===== config.mk =====
export PLATFORM = sky130hd
export DESIGN_NAME = ptc_top
export DESIGN_NICKNAME = d
export VERILOG_FILES = /design/src/core/ptc_pkg.sv /design/src/core/ptc_top.sv
export VERILOG_INCLUDE_DIRS = /design/src /design/src/core
export SDC_FILE = /design/constraint.sdc
export NUM_CORES = 1
export LEC_CHECK = 0
export ABC_AREA = 1
export BUFFER_PORTS_ARGS = -buffer_cell sky130_fd_sc_hd__clkbuf_2
export CORE_MARGIN = 5
export CORE_UTILIZATION = 61
export CTS_CLUSTER_DIAMETER = 100
export DETAILED_ROUTE_END_ITERATION = 10
export PLACE_DENSITY = 0.86
export SYNTH_ARGS = -nofsm -noshare
export SYNTH_HDL_FRONTEND = slang
export SYNTH_SLANG_ARGS = --single-unit

===== constraint.sdc =====
create_clock -name aclk -period 2.7 [get_ports aclk]
set_input_delay 0.405 -clock aclk [delete_from_list [all_inputs] [get_ports aclk]]
set_output_delay 0.405 -clock aclk [all_outputs]
set_load 0.02 [all_outputs]

===== src/core/ptc_params.svh =====
// constants of the periodic timer control block: offsets, fields, resets,
// clock dividers; included by the top module and the testbench.
// assumes byte addresses on a 32-bit AXI4-Lite bus, one register per word.
`ifndef PTC_PARAMS_SVH
`define PTC_PARAMS_SVH

// ----------------------------------------------------------------------
// register byte offsets
// ----------------------------------------------------------------------
`define PTC_OFF_CTRL0   8'h00
`define PTC_OFF_CTRL1   8'h04
`define PTC_OFF_CNT_LO  8'h08
`define PTC_OFF_CNT_HI  8'h0C
`define PTC_OFF_CMP_A   8'h10
`define PTC_OFF_CMP_P   8'h14
`define PTC_OFF_STATUS  8'h18

// ----------------------------------------------------------------------
// field positions and reset values
// ----------------------------------------------------------------------
`define PTC_C0_LSB      3
`define PTC_C0_MSB      7
`define PTC_CTRL0_RST   5'h00
`define PTC_CTRL1_RST   8'h00
`define PTC_STATUS_RST  3'h0

// ----------------------------------------------------------------------
// timing: system clock, fixed dividers, subclock rate
// ----------------------------------------------------------------------
`define PTC_CLK_HZ      100000000
`define PTC_SUB_HZ      32768
`define PTC_DIV_SYS4    6'h03
`define PTC_DIV_H16     6'h0F
`define PTC_DIV_H64     6'h3F

`endif


===== src/core/ptc_pkg.sv =====
// types of the periodic timer control block.
// assumes ptc_params.svh is found on the include path.
package ptc_pkg;

	// ------------------------------------------------------------------
	// operating modes and clock sources
	// ------------------------------------------------------------------
	typedef enum logic [1:0] {
		PTC_MODE_COMPARE = 2'h0,
		PTC_MODE_CAPTURE = 2'h1,
		PTC_MODE_PWM     = 2'h2,
		PTC_MODE_TIMER   = 2'h3
	} ptc_mode_t;

	typedef enum logic [2:0] {
		PTC_CK_SYS4  = 3'h0,
		PTC_CK_SYS   = 3'h1,
		PTC_CK_H16   = 3'h2,
		PTC_CK_H64   = 3'h3,
		PTC_CK_SUB0  = 3'h4,
		PTC_CK_SUB1  = 3'h5,
		PTC_CK_RISE  = 3'h6,
		PTC_CK_FALL  = 3'h7
	} ptc_clk_sel_t;

	// ------------------------------------------------------------------
	// control register layouts, msb first as in the byte
	// ------------------------------------------------------------------
	typedef struct packed {
		logic         counter_pause;
		ptc_clk_sel_t counter_clock_select;
		logic         counter_on;
	} ptc_ctrl0_t;

	typedef struct packed {
		ptc_mode_t  mode_select;
		logic [1:0] pin_function_select;
		logic       output_initial_level;
		logic       output_invert;
		logic       capture_source_select;
		logic       clear_source_select;
	} ptc_ctrl1_t;

endpackage : ptc_pkg


===== src/core/ptc_top.sv =====
// periodic timer control: 10-bit counter, clock select, modes, pin logic,
// with an AXI4-Lite register slave.
// assumes pins arrive asynchronous to aclk; aresetn is synchronous.
// Operation
// (RULE1) clock select picks counter clock source
// (RULE2) counter on rising edge zeroes counter
// (RULE3) counter off stops and keeps value
// (RULE4) on rising edge loads initial pin level
// (RULE5) control 0 low three bits read zero
// (RULE6) mode field selects operating mode
// (RULE7) software stops timer before mode change
// (RULE8) timer/counter mode pin level undefined
// (RULE9) compare A match: none, low, high, toggle
// (RULE10) pwm mode: inactive, active, pwm, pulse
// (RULE11) capture edge: rise, fall, both, off
// (RULE12) match equal to current level: no change
// (RULE13) pin function changed only while off
// (RULE14) initial level or active polarity bit
// (RULE15) invert bit flips pin, not timer mode
// (RULE16) capture source: capture pin or clock pin
// (RULE17) clear select: A match or P/overflow
// (RULE18) overflow clear only when P zero
// (RULE19) clear select ignored in pwm modes
// (RULE20) low byte reads counter bits 7..0
// (RULE21) high byte reads counter bits 9..8
// (RULE22) pause holds, resume from held value
// (RULE23) external clock synchronised, edge detected
// (RULE24) running counter increments per active edge
//
// Chosen here: the AXI4-Lite slave port and the register offsets.
`timescale 1ns/1ns
`include "ptc_params.svh"

module ptc_top
	import ptc_pkg::*;
#(
	parameter int CNT_W   = 10,
	parameter int SUB_DIV = `PTC_CLK_HZ / `PTC_SUB_HZ
) (
	input  wire logic         aclk,
	input  wire logic         aresetn,
	input  wire logic [7:0]   awaddr,
	input  wire logic         awvalid,
	output logic              awready,
	input  wire logic [31:0]  wdata,
	input  wire logic [3:0]   wstrb,
	input  wire logic         wvalid,
	output logic              wready,
	output logic [1:0]        bresp,
	output logic              bvalid,
	input  wire logic         bready,
	input  wire logic [7:0]   araddr,
	input  wire logic         arvalid,
	output logic              arready,
	output logic [31:0]       rdata,
	output logic [1:0]        rresp,
	output logic              rvalid,
	input  wire logic         rready,
	input  wire logic         external_clock_pin,
	input  wire logic         capture_input_pin,
	output logic              timer_output_pin,
	output logic              timer_output_enable
);

	// ------------------------------------------------------------------
	// helpers
	// ------------------------------------------------------------------
	// merge the two low byte lanes of a write into a 10-bit value
	function automatic logic [9:0] ptc_merge10(input logic [9:0]  old,
	                                           input logic [31:0] d,
	                                           input logic [3:0]  s);
		logic [9:0] r;
		r = old;
		if (s[0]) begin
			r[7:0] = d[7:0];
		end
		if (s[1]) begin
			r[9:8] = d[9:8];
		end
		return r;
	endfunction : ptc_merge10

	localparam logic [11:0] SUB_LAST = 12'(SUB_DIV - 1);
	localparam logic [1:0]  RESP_OK  = 2'h0;
	localparam logic [1:0]  RESP_ERR = 2'h2;

	// ------------------------------------------------------------------
	// state
	// ------------------------------------------------------------------
	ptc_ctrl0_t       c0, next_c0;
	ptc_ctrl1_t       c1, next_c1;
	logic [CNT_W-1:0] cmp_a, next_cmp_a;
	logic [CNT_W-1:0] cmp_p, next_cmp_p;
	logic [2:0]       status, next_status;
	logic             aw_held, next_aw_held, w_held, next_w_held;
	logic [7:0]       aw_addr, next_aw_addr;
	logic [31:0]      w_data, next_w_data;
	logic [3:0]       w_strb, next_w_strb;
	logic             next_awready, next_wready, next_bvalid;
	logic             next_arready, next_rvalid;
	logic [1:0]       next_bresp, next_rresp;
	logic [31:0]      next_rdata;
	logic             ext_s1, ext_s2, ext_s3, cap_s1, cap_s2, cap_s3;
	logic             on_prev;
	logic [CNT_W-1:0] count, next_count;
	logic             out_level, next_out_level;
	logic             pulse_done, next_pulse_done;
	logic [5:0]       presc, next_presc;
	logic [11:0]      sub_cnt, next_sub_cnt;
	logic             next_pin, next_en;
	logic             do_write, tick, on_rise, running, hit_a, hit_p;
	logic             clear_now, cap_hit, src_now, src_old, pwm_act;
	logic [CNT_W-1:0] inc;

	// ------------------------------------------------------------------
	// axi4-lite handshakes
	// ------------------------------------------------------------------
	// address and data are held separately, so either may come first
	assign do_write = aw_held & w_held & ~bvalid;

	always_comb begin
		next_aw_held = aw_held;
		next_w_held  = w_held;
		next_aw_addr = aw_addr;
		next_w_data  = w_data;
		next_w_strb  = w_strb;
		next_bvalid  = bvalid;
		next_bresp   = bresp;
		if (awvalid & awready) begin
			next_aw_held = 1'b1;
			next_aw_addr = awaddr;
		end
		if (wvalid & wready) begin
			next_w_held = 1'b1;
			next_w_data = wdata;
			next_w_strb = wstrb;
		end
		if (do_write) begin
			next_aw_held = 1'b0;
			next_w_held  = 1'b0;
			next_bvalid  = 1'b1;
			case (aw_addr)
				`PTC_OFF_CTRL0, `PTC_OFF_CTRL1, `PTC_OFF_CNT_LO,
				`PTC_OFF_CNT_HI, `PTC_OFF_CMP_A, `PTC_OFF_CMP_P,
				`PTC_OFF_STATUS: next_bresp = RESP_OK;
				default:         next_bresp = RESP_ERR;
			endcase
		end else if (bvalid & bready) begin
			next_bvalid = 1'b0;
		end
		// no new address or data until the response has gone
		next_awready = ~next_aw_held & ~next_bvalid;
		next_wready  = ~next_w_held & ~next_bvalid;
	end

	// read: one outstanding, data registered with the answer
	always_comb begin
		next_rvalid = rvalid;
		next_rdata  = rdata;
		next_rresp  = rresp;
		if (arvalid & arready) begin
			next_rvalid = 1'b1;
			next_rresp  = RESP_OK;
			next_rdata  = 32'h0000_0000;
			case (araddr)
				`PTC_OFF_CTRL0:  next_rdata[`PTC_C0_MSB:`PTC_C0_LSB] = c0; // RULE5
				`PTC_OFF_CTRL1:  next_rdata[7:0] = c1;
				`PTC_OFF_CNT_LO: next_rdata[7:0] = count[7:0]; // RULE20
				`PTC_OFF_CNT_HI: next_rdata[1:0] = count[9:8]; // RULE21
				`PTC_OFF_CMP_A:  next_rdata[9:0] = cmp_a;
				`PTC_OFF_CMP_P:  next_rdata[9:0] = cmp_p;
				`PTC_OFF_STATUS: next_rdata[2:0] = status;
				default:         next_rresp = RESP_ERR;
			endcase
		end else if (rvalid & rready) begin
			next_rvalid = 1'b0;
		end
		next_arready = ~next_rvalid;
	end

	always_ff @(posedge aclk) begin
		if (!aresetn) begin
			aw_held <= 1'b0;
			w_held  <= 1'b0;
			aw_addr <= 8'h00;
			w_data  <= 32'h0000_0000;
			w_strb  <= 4'h0;
			awready <= 1'b0;
			wready  <= 1'b0;
			bvalid  <= 1'b0;
			bresp   <= 2'h0;
			arready <= 1'b0;
			rvalid  <= 1'b0;
			rdata   <= 32'h0000_0000;
			rresp   <= 2'h0;
		end else begin
			aw_held <= next_aw_held;
			w_held  <= next_w_held;
			aw_addr <= next_aw_addr;
			w_data  <= next_w_data;
			w_strb  <= next_w_strb;
			awready <= next_awready;
			wready  <= next_wready;
			bvalid  <= next_bvalid;
			bresp   <= next_bresp;
			arready <= next_arready;
			rvalid  <= next_rvalid;
			rdata   <= next_rdata;
			rresp   <= next_rresp;
		end
	end

	// ------------------------------------------------------------------
	// software registers
	// ------------------------------------------------------------------
	// status: bit0 compare A match, bit1 compare P match, bit2 capture;
	// write one to clear, a same-cycle event wins
	always_comb begin
		next_c0     = c0;
		next_c1     = c1;
		next_cmp_a  = cmp_a;
		next_cmp_p  = cmp_p;
		next_status = status;
		if (do_write & w_strb[0]) begin
			case (aw_addr)
				`PTC_OFF_CTRL0:  next_c0 = w_data[`PTC_C0_MSB:`PTC_C0_LSB];
				`PTC_OFF_CTRL1:  next_c1 = w_data[7:0];
				`PTC_OFF_STATUS: next_status = status & ~w_data[2:0];
				default:         next_c0 = c0;
			endcase
		end
		if (do_write & aw_addr == `PTC_OFF_CMP_A) begin
			next_cmp_a = ptc_merge10(cmp_a, w_data, w_strb);
		end
		if (do_write & aw_addr == `PTC_OFF_CMP_P) begin
			next_cmp_p = ptc_merge10(cmp_p, w_data, w_strb);
		end
		// a capture overrides a software write to compare A
		if (cap_hit) begin
			next_cmp_a = count;
		end
		next_status = next_status | {cap_hit, hit_p, hit_a};
	end

	always_ff @(posedge aclk) begin
		if (!aresetn) begin
			c0     <= `PTC_CTRL0_RST;
			c1     <= `PTC_CTRL1_RST;
			cmp_a  <= '0;
			cmp_p  <= '0;
			status <= `PTC_STATUS_RST;
		end else begin
			c0     <= next_c0;
			c1     <= next_c1;
			cmp_a  <= next_cmp_a;
			cmp_p  <= next_cmp_p;
			status <= next_status;
		end
	end

	// ------------------------------------------------------------------
	// pin synchronisers and clock enables
	// ------------------------------------------------------------------
	// stage 1 feeds only stage 2; edges come from stages 2 and 3
	always_ff @(posedge aclk) begin
		if (!aresetn) begin
			ext_s1 <= 1'b0;
			ext_s2 <= 1'b0;
			ext_s3 <= 1'b0;
			cap_s1 <= 1'b0;
			cap_s2 <= 1'b0;
			cap_s3 <= 1'b0;
		end else begin
			ext_s1 <= external_clock_pin; // RULE23
			ext_s2 <= ext_s1;
			ext_s3 <= ext_s2;
			cap_s1 <= capture_input_pin;
			cap_s2 <= cap_s1;
			cap_s3 <= cap_s2;
		end
	end

	// high clock taken as aclk; the subclock is a divided enable
	always_comb begin
		next_presc   = presc + 6'h01;
		next_sub_cnt = (sub_cnt == SUB_LAST) ? 12'h000 : sub_cnt + 12'h001;
		case (c0.counter_clock_select) // RULE1
			PTC_CK_SYS4: tick = presc[1:0] == `PTC_DIV_SYS4;
			PTC_CK_SYS:  tick = 1'b1;
			PTC_CK_H16:  tick = presc[3:0] == `PTC_DIV_H16;
			PTC_CK_H64:  tick = presc == `PTC_DIV_H64;
			PTC_CK_SUB0, PTC_CK_SUB1: tick = sub_cnt == SUB_LAST;
			PTC_CK_RISE: tick = ext_s2 & ~ext_s3; // RULE23
			PTC_CK_FALL: tick = ~ext_s2 & ext_s3;
			default:     tick = 1'b0;
		endcase
	end

	// ------------------------------------------------------------------
	// counter, comparators, capture and output pin
	// ------------------------------------------------------------------
	assign on_rise = c0.counter_on & ~on_prev;
	// off powers down, pause holds; both keep the residual count
	assign running = c0.counter_on & on_prev & ~c0.counter_pause; // RULE3 RULE22
	assign inc     = count + 10'h001;
	// a zero compare value never matches, so the counter wraps at 3FF
	assign hit_a   = tick & running & (inc == cmp_a) & (cmp_a != '0);
	assign hit_p   = tick & running & (inc == cmp_p) & (cmp_p != '0); // RULE18
	assign src_now = c1.capture_source_select ? ext_s2 : cap_s2; // RULE16
	assign src_old = c1.capture_source_select ? ext_s3 : cap_s3;

	always_comb begin
		// pwm period always comes from P; clear select only outside pwm
		if (c1.mode_select == PTC_MODE_PWM) begin
			clear_now = hit_p; // RULE19
		end else begin
			clear_now = c1.clear_source_select ? hit_a : hit_p; // RULE17
		end
		case (c1.pin_function_select) // RULE11
			2'h0:    cap_hit = src_now & ~src_old;
			2'h1:    cap_hit = ~src_now & src_old;
			2'h2:    cap_hit = src_now ^ src_old;
			default: cap_hit = 1'b0;
		endcase
		cap_hit = cap_hit & running & (c1.mode_select == PTC_MODE_CAPTURE);
		case (c1.pin_function_select) // RULE10
			2'h0:    pwm_act = 1'b0;
			2'h1:    pwm_act = 1'b1;
			2'h2:    pwm_act = count < cmp_a;
			default: pwm_act = ~pulse_done & c0.counter_on;
		endcase
		next_count      = count;
		next_out_level  = out_level;
		next_pulse_done = pulse_done;
		if (on_rise) begin
			next_count      = '0; // RULE2
			next_out_level  = c1.output_initial_level; // RULE4 RULE14
			next_pulse_done = 1'b0;
		end else begin
			if (tick & running) begin
				next_count = clear_now ? '0 : inc; // RULE24
			end
			case (c1.mode_select) // RULE6
				PTC_MODE_COMPARE: begin
					// a level equal to the present one changes nothing
					if (hit_a) begin // RULE9 RULE12
						case (c1.pin_function_select)
							2'h1:    next_out_level = 1'b0;
							2'h2:    next_out_level = 1'b1;
							2'h3:    next_out_level = ~out_level;
							default: next_out_level = out_level;
						endcase
					end
				end
				PTC_MODE_PWM: begin
					if (hit_a & c1.pin_function_select == 2'h3) begin
						next_pulse_done = 1'b1;
					end
					// active level follows the polarity bit
					next_out_level = pwm_act ? c1.output_initial_level
					                         : ~c1.output_initial_level; // RULE14
				end
				default: next_out_level = out_level;
			endcase
		end
		// timer mode leaves the pin undriven, read back as low
		next_en  = c1.mode_select == PTC_MODE_COMPARE |
		           c1.mode_select == PTC_MODE_PWM; // RULE8
		next_pin = (c1.mode_select == PTC_MODE_TIMER) ? 1'b0
		           : out_level ^ c1.output_invert; // RULE15
	end

	always_ff @(posedge aclk) begin
		if (!aresetn) begin
			on_prev             <= 1'b0;
			count               <= '0;
			out_level           <= 1'b0;
			pulse_done          <= 1'b0;
			presc               <= 6'h00;
			sub_cnt             <= 12'h000;
			timer_output_pin    <= 1'b0;
			timer_output_enable <= 1'b0;
		end else begin
			on_prev             <= c0.counter_on;
			count               <= next_count;
			out_level           <= next_out_level;
			pulse_done          <= next_pulse_done;
			presc               <= next_presc;
			sub_cnt             <= next_sub_cnt;
			timer_output_pin    <= next_pin;
			timer_output_enable <= next_en;
		end
	end
endmodule : ptc_top


**Yosys cells after proc, flatten, opt, wreduce, memory -nomap -nowiden**

Index checks and enable logic that the tools add are counted.

- $add $sub $neg: 3
- Magnitude comparators: 1
- Equality and inequality tests: 33
- Multiplexer cells: 33
- Bitwise operators: 49
- Reductions and logical operators: 25

Operators with widths:

| operator | number |
|---|---|
| $eq 8x5->1 const B | 6 |
| $eq 8x4->1 const B | 4 |
| $mux 10 | 3 |
| $and 1x1->1 | 28 |
| $pmux 5 s5 | 1 |
| $eq 10x10->1 | 2 |
| $reduce_bool 10->1 | 2 |
| $eq 8x3->1 const B | 2 |
| $logic_not 8->1 | 2 |
| $mux 1 | 15 |
| $not 1->1 | 15 |
| $reduce_and 2->1 | 7 |
| $reduce_or 7->1 | 2 |
| $add 12x1->12 const B | 1 |
| $eq 12x12->1 const B | 1 |
| $eq 3x3->1 const B | 4 |
| $pmux 2 s6 | 1 |
| $add 10x1->10 const B | 1 |
| $eq 2x2->1 const B | 5 |
| $lt 10x10->1 | 1 |
| $pmux 1 s3 | 3 |
| $mux 8 | 1 |
| $reduce_or 2->1 | 4 |
| $pmux 1 s7 | 1 |
| 23 further kinds | 32 |

- Register bits after elaboration: 116

**Depth between registers and ports, before layout**

- Depth after elaboration: 9
- Mapped depth: 15

**Least setup slack after synthesis**

OpenSTA, ideal clock, no wires.

- Path kind: reg2reg
- Start: reg count[1]
- End: reg count[2]
- Setup time: 0.122 ns
- Data arrival time: 1.690 ns
- Required time: 2.578 ns
- Path slack: 0.889 ns
- Cell stages (with the launch flop): 14
- Clock period less this slack: 1.811 ns
- Path through: dfxtp_1 > ha_1 > nand2_2 > nor2_2 > nand2_1 > nand2_1 > nand2_2 > xor2_1 > nor2_1 > nand3_2 > nand2_2 > nand2_4 > nand2_1 > a21oi_1

- Cells in the longest elaborated chain, start to end: 7

RTL lines:

| item | line | source |
|---|---|---|
| start, declared | ptc_top.sv:105 | `logic [CNT_W-1:0] count, next_count;` |
| start signal, assigned | ptc_top.sv:385 | `count <= next_count;` |
| $add 10x1->10 * | ptc_top.sv:305 | `assign inc = count + 10'h001;` |
| $eq 10x10->1, on equally long branches | ptc_top.sv:308, ptc_top.sv:307 |  |
| $and 1x1->1, on equally long branches (2 in a row) | ptc_top.sv:308, ptc_top.sv:307 |  |
| $mux 1 | ptc_top.sv:317 | `clear_now = c1.clear_source_select ? hit_a : hit_p;` |
| $mux 1 | ptc_top.sv:314 | `if (c1.mode_select == PTC_MODE_PWM) begin` |
| $mux 10 * | ptc_top.sv:341 | `next_count = clear_now ? '0 : inc;` |

Every way passes the cells marked *; elsewhere a longest branch is shown, timed or not.
A chain may end at the register's enable or synchronous reset.

**Final worst setup path**

- Start: reg count[2]
- End: reg count[3]

The elaborated chain is that of the path after synthesis.

==> flow_summary.json <==
{
  "num-fill-cells": 782,
  "final_nets": 990,
  "detail_route.iter0.violations": 501,
  "synth_area_leaders": "sky130_fd_sc_hd__dfxtp_1, sky130_fd_sc_hd__nand2_1, sky130_fd_sc_hd__nor2_1",
  "power_density_mw_per_mm2": 604,
  "fp.dieH_um": 108,
  "worst-endpoint-arrival_ns": 2.73,
  "worst_r2r_path_depth": 13,
  "final.hold.worst_slack_ns": 0.0675,
  "share_seq_of_total_power": 0.437,
  "floorplan.die.width_um": 108,
  "first_pass_iters": 6,
  "regToRegEndpoint": "count[3]",
  "setup_repair_after_global_routing_missed_its_margin": "no",
  "post_cts.repair.setup_buffers": 0,
  "setup_tns_ns": 0,
  "clockPowerShare": 0.501,
  "drc_errors": 0,
  "netlist.area_leader.share": 0.391,
  "final_routed_wire_length_divided_by_cell_count_um": 14.9,
  "gp_congestion": 0.980,
  "antenna_found_initial": 0,
  "max_cap_violation_count": 0,
  "p_sw_frac": 0.267,
  "worst_pin_slew_ns": 0.605,
  "static_leak_nw": 3.01,
  "timing_hold_violations_final": 0,
  "synth.largest_area_cell": "sky130_fd_sc_hd__dfxtp_1",
  "worstSetupEndpoint": "count[3]",
  "core-area_sq_mm": 0.00928,
  "internal_power_mw": 2.97,
  "hold_class": "input pin to register",
  "clockRootBuffer": "sky130_fd_sc_hd__clkbuf_8",
  "start_to_end_type_of_the_worst_setup_path": "register to register",
  "grt_pass1_wl_mm": 24.7,
  "yosys_warnings": 0,
  "critical_path.max_fanout": 10,
  "synth_seq_area_share": 0.391,
  "die_area_sq_mm": 0.0116,
  "syn-instance-count": 850,
  "place.port_buffers": 55,
  "fp-row-count": 35,
  "seq_cells_post_synth": 114,
  "clkLatencyLatePin_ns": 0.52,
  "pwr-share-comb": 0.062,
  "grt_pass1_vias": 5018,
  "post_cts_resized": 0,
  "wirelength_mm": 15.7,
  "grt-ovfl-total": 0,
  "critPathLaunchType": "register",
  "worstReg2RegStart": "count[2]",
  "worst_setup_hold_path_clk_slew_ns": 0.06,
  "routed_vias_inst": 5.45,
  "num_antenna_cells": 0,
  "power_spent_charging_and_discharging_nets_mw": 1.08,
  "post_synth.cell_area_avg_sq_um": 6.87,
  "max_freq_mhz": 429,
  "proportion_of_layout_cells_with_a_drive_suffix_above_1": 0.125,
  "cts_buffers": 17,
  "initial_utilization": 0.629,
  "finalSetupViolations": 0,
  "worst_clock_skew_ns": 0.00863,
  "status": "finished, final reports clean",
  "io-pin-count": 104,
  "synth_area_sq_mm": 0.00584,
  "num_vias": 5748,
  "clock_tree_from_tritoncts": "yes",
  "cts.hold.buffers_added": 0,
  "hpwlAfterDp_mm": 11.6,
  "cts.htree.levels": 4,
  "routed_antenna_nets": 0,
  "drv_slew": 0,
  "finalWorstPathRequiredPeriod_ns": 2.33,
  "critical_path.endpoint_type": "register",
  "rel_slew_slack": 0.586,
  "clkSinkCount": 114,
  "worstSetupStartpoint": "count[2]",
  "max-vdd-ir-drop_uv": 338,
  "gr-usage-all-layers": 0.275,
  "cts_max_path_buffers": 2,
  "pin_count_of_the_biggest_net_entering_global_routing": 50,
  "synth.distinct_cells": 42,
  "r2r_slack_ns": 0.37,
  "cp_data_required_time_ns": 3.09,
  "flow.area_growth_from_synthesis_pct": 14.8,
  "post-route-period-util": 0.864
}
-- stage by stage --
stage / area (sq um) / power [mW] / setup slack [ns] / cells / util
5_1_grt: 6710 / 4.18 / 0.207 / 1054 / 0.722
4_1_cts: 6710 / 4.05 / 0.470 / 1054 / 0.722
3_3_place_gp: 6180 / 2.05 / 0.509 / 1023 / 0.665
2_1_floorplan: 5930 / 2.00 / 0.889 / 873 / -
3_5_place_dp: 6180 / 2.05 / 0.482 / 1023 / 0.665
6_report: 6710 / 4.05 / 0.367 / 1054 / 0.722
-- state kept, by name, indices dropped and copies added (netlist names), 2 cells and up --
register	flops
presc	6
status	3
rdata	10
w_strb	2
count	10
cmp_a	10
w_data	10
c0	5
sub_cnt	12
cmp_p	10
c1	8
aw_addr	8
-- cell families after synthesis --
family,synth area share
buffers and inverters,0.120
AO/OA/AOI/OAI,0.172
flip-flops,0.391
other,0.000642
AND/OR/NAND/NOR,0.274
adder cells (fa/ha/maj),0.0343
XOR/XNOR,0.00900
-- worst min path at each step --
stage,from,end,depth (start not counted)
global placement,ext_s1,ext_s2,2
global route,capture_input_pin,cap_s1,3
detailed placement,ext_s1,ext_s2,2
floorplan,cap_s1,cap_s2,2
CTS,capture_input_pin,cap_s1,3
finish,capture_input_pin,cap_s1,3
-- power by group through the flow --
| stage | clock (mW) | sequential (mW) | combinational [mW] |
|---|---|---|---|
| after global placement | 0 | 1.80 | 0.243 |
| after CTS | 2.03 | 1.77 | 0.250 |
| final | 2.03 | 1.77 | 0.252 |
| after detailed placement | 0 | 1.81 | 0.248 |
| after floorplan | 0 | 1.81 | 0.184 |
| after global routing | 2.13 | 1.77 | 0.280 |
-- critical path: stages, from the launching register on --
cell                      delay [ns]
sky130_fd_sc_hd__dfxtp_1        0.55
sky130_fd_sc_hd__nand3_2        0.22
sky130_fd_sc_hd__nor2_1         0.30
sky130_fd_sc_hd__nand2_1        0.11
sky130_fd_sc_hd__nand3_1        0.11
sky130_fd_sc_hd__nand2_1        0.05
sky130_fd_sc_hd__inv_1          0.05
sky130_fd_sc_hd__nand2_1        0.04
sky130_fd_sc_hd__nor2_1         0.22
sky130_fd_sc_hd__nand3_2        0.17
sky130_fd_sc_hd__nand2_2        0.11
sky130_fd_sc_hd__nand2_4        0.11
sky130_fd_sc_hd__nand2_1        0.08
sky130_fd_sc_hd__a21oi_1        0.06
-- layout by cell type, fill, tap and decap left out, drive strengths merged, types with 2 or more instances in the layout --
cell	instances
nand2	169
nor2	122
inv	122
dfxtp	114
o21ai	77
clkbuf	73
a21oi	63
nand3	50
conb	24
ha	16
nor3	15
o22ai	10
buf	8
o221ai	7
nand4	7
clkinv	7
xor2	5
nor4	4
a2111oi	4
a221oi	4
clkinvlp	4
o31ai	3
nor3b	3
a211oi	2
a21o	2
-- cell usage after synthesis --
| cell | number |
|---|---|
| sky130_fd_sc_hd__a22o_1 | 1 |
| sky130_fd_sc_hd__buf_4 | 24 |
| sky130_fd_sc_hd__nand4_1 | 7 |
| sky130_fd_sc_hd__a21oi_1 | 62 |
| sky130_fd_sc_hd__nor3_2 | 1 |
| sky130_fd_sc_hd__and3_1 | 1 |
| sky130_fd_sc_hd__xor2_1 | 5 |
| sky130_fd_sc_hd__a21oi_2 | 1 |
| sky130_fd_sc_hd__o21bai_1 | 1 |
| sky130_fd_sc_hd__o21ai_2 | 1 |
| sky130_fd_sc_hd__conb_1 | 1 |
| sky130_fd_sc_hd__o21ai_1 | 1 |
| sky130_fd_sc_hd__o311a_1 | 1 |
| sky130_fd_sc_hd__or2_2 | 1 |
| sky130_fd_sc_hd__nand3_1 | 47 |
| sky130_fd_sc_hd__nand2_1 | 159 |
| sky130_fd_sc_hd__a31oi_1 | 1 |
| sky130_fd_sc_hd__o22ai_1 | 10 |
| sky130_fd_sc_hd__a21o_1 | 2 |
| sky130_fd_sc_hd__nand2_4 | 1 |
| sky130_fd_sc_hd__a221oi_1 | 4 |
| sky130_fd_sc_hd__o211ai_1 | 1 |
| sky130_fd_sc_hd__nand2_2 | 9 |
| sky130_fd_sc_hd__nor3_1 | 14 |
| sky130_fd_sc_hd__o31ai_1 | 3 |
| sky130_fd_sc_hd__nor3b_1 | 3 |
| sky130_fd_sc_hd__o221ai_1 | 7 |
| sky130_fd_sc_hd__ha_1 | 16 |
| sky130_fd_sc_hd__a2111oi_0 | 4 |
| sky130_fd_sc_hd__a211oi_1 | 2 |
| sky130_fd_sc_hd__nor2_1 | 118 |
| sky130_fd_sc_hd__o21a_1 | 1 |
| sky130_fd_sc_hd__xnor2_1 | 1 |
| sky130_fd_sc_hd__o21ai_0 | 75 |
| sky130_fd_sc_hd__dfxtp_1 | 114 |
| sky130_fd_sc_hd__inv_1 | 116 |
| sky130_fd_sc_hd__nand3b_4 | 1 |
| sky130_fd_sc_hd__clkbuf_1 | 18 |
| sky130_fd_sc_hd__clkinv_1 | 4 |
| sky130_fd_sc_hd__nand3_2 | 3 |
| sky130_fd_sc_hd__nor2_2 | 4 |
| sky130_fd_sc_hd__nor4_1 | 4 |
-- layout make-up --
class	instances	area, sq um	share of cell area
clock buffers	18	428	0.0638
clock inverters	13	101	0.0151
inverters	120	450	0.0672
multi-input cells	597	2950	0.439
flip-flops and latches	114	2280	0.340
well taps	129	161	0.0241
repair buffers	63	335	0.0500
-- per-layer routing --
metal,vias up,GRT usage,part of all wire
met3,30,0.0738,0.097
li1,2857,-,-
met4,0,0.0920,0.016
met1,2580,0.364,0.44
met5,-,0,0
met2,281,0.434,0.45
(Power assumes the default switching activity.)
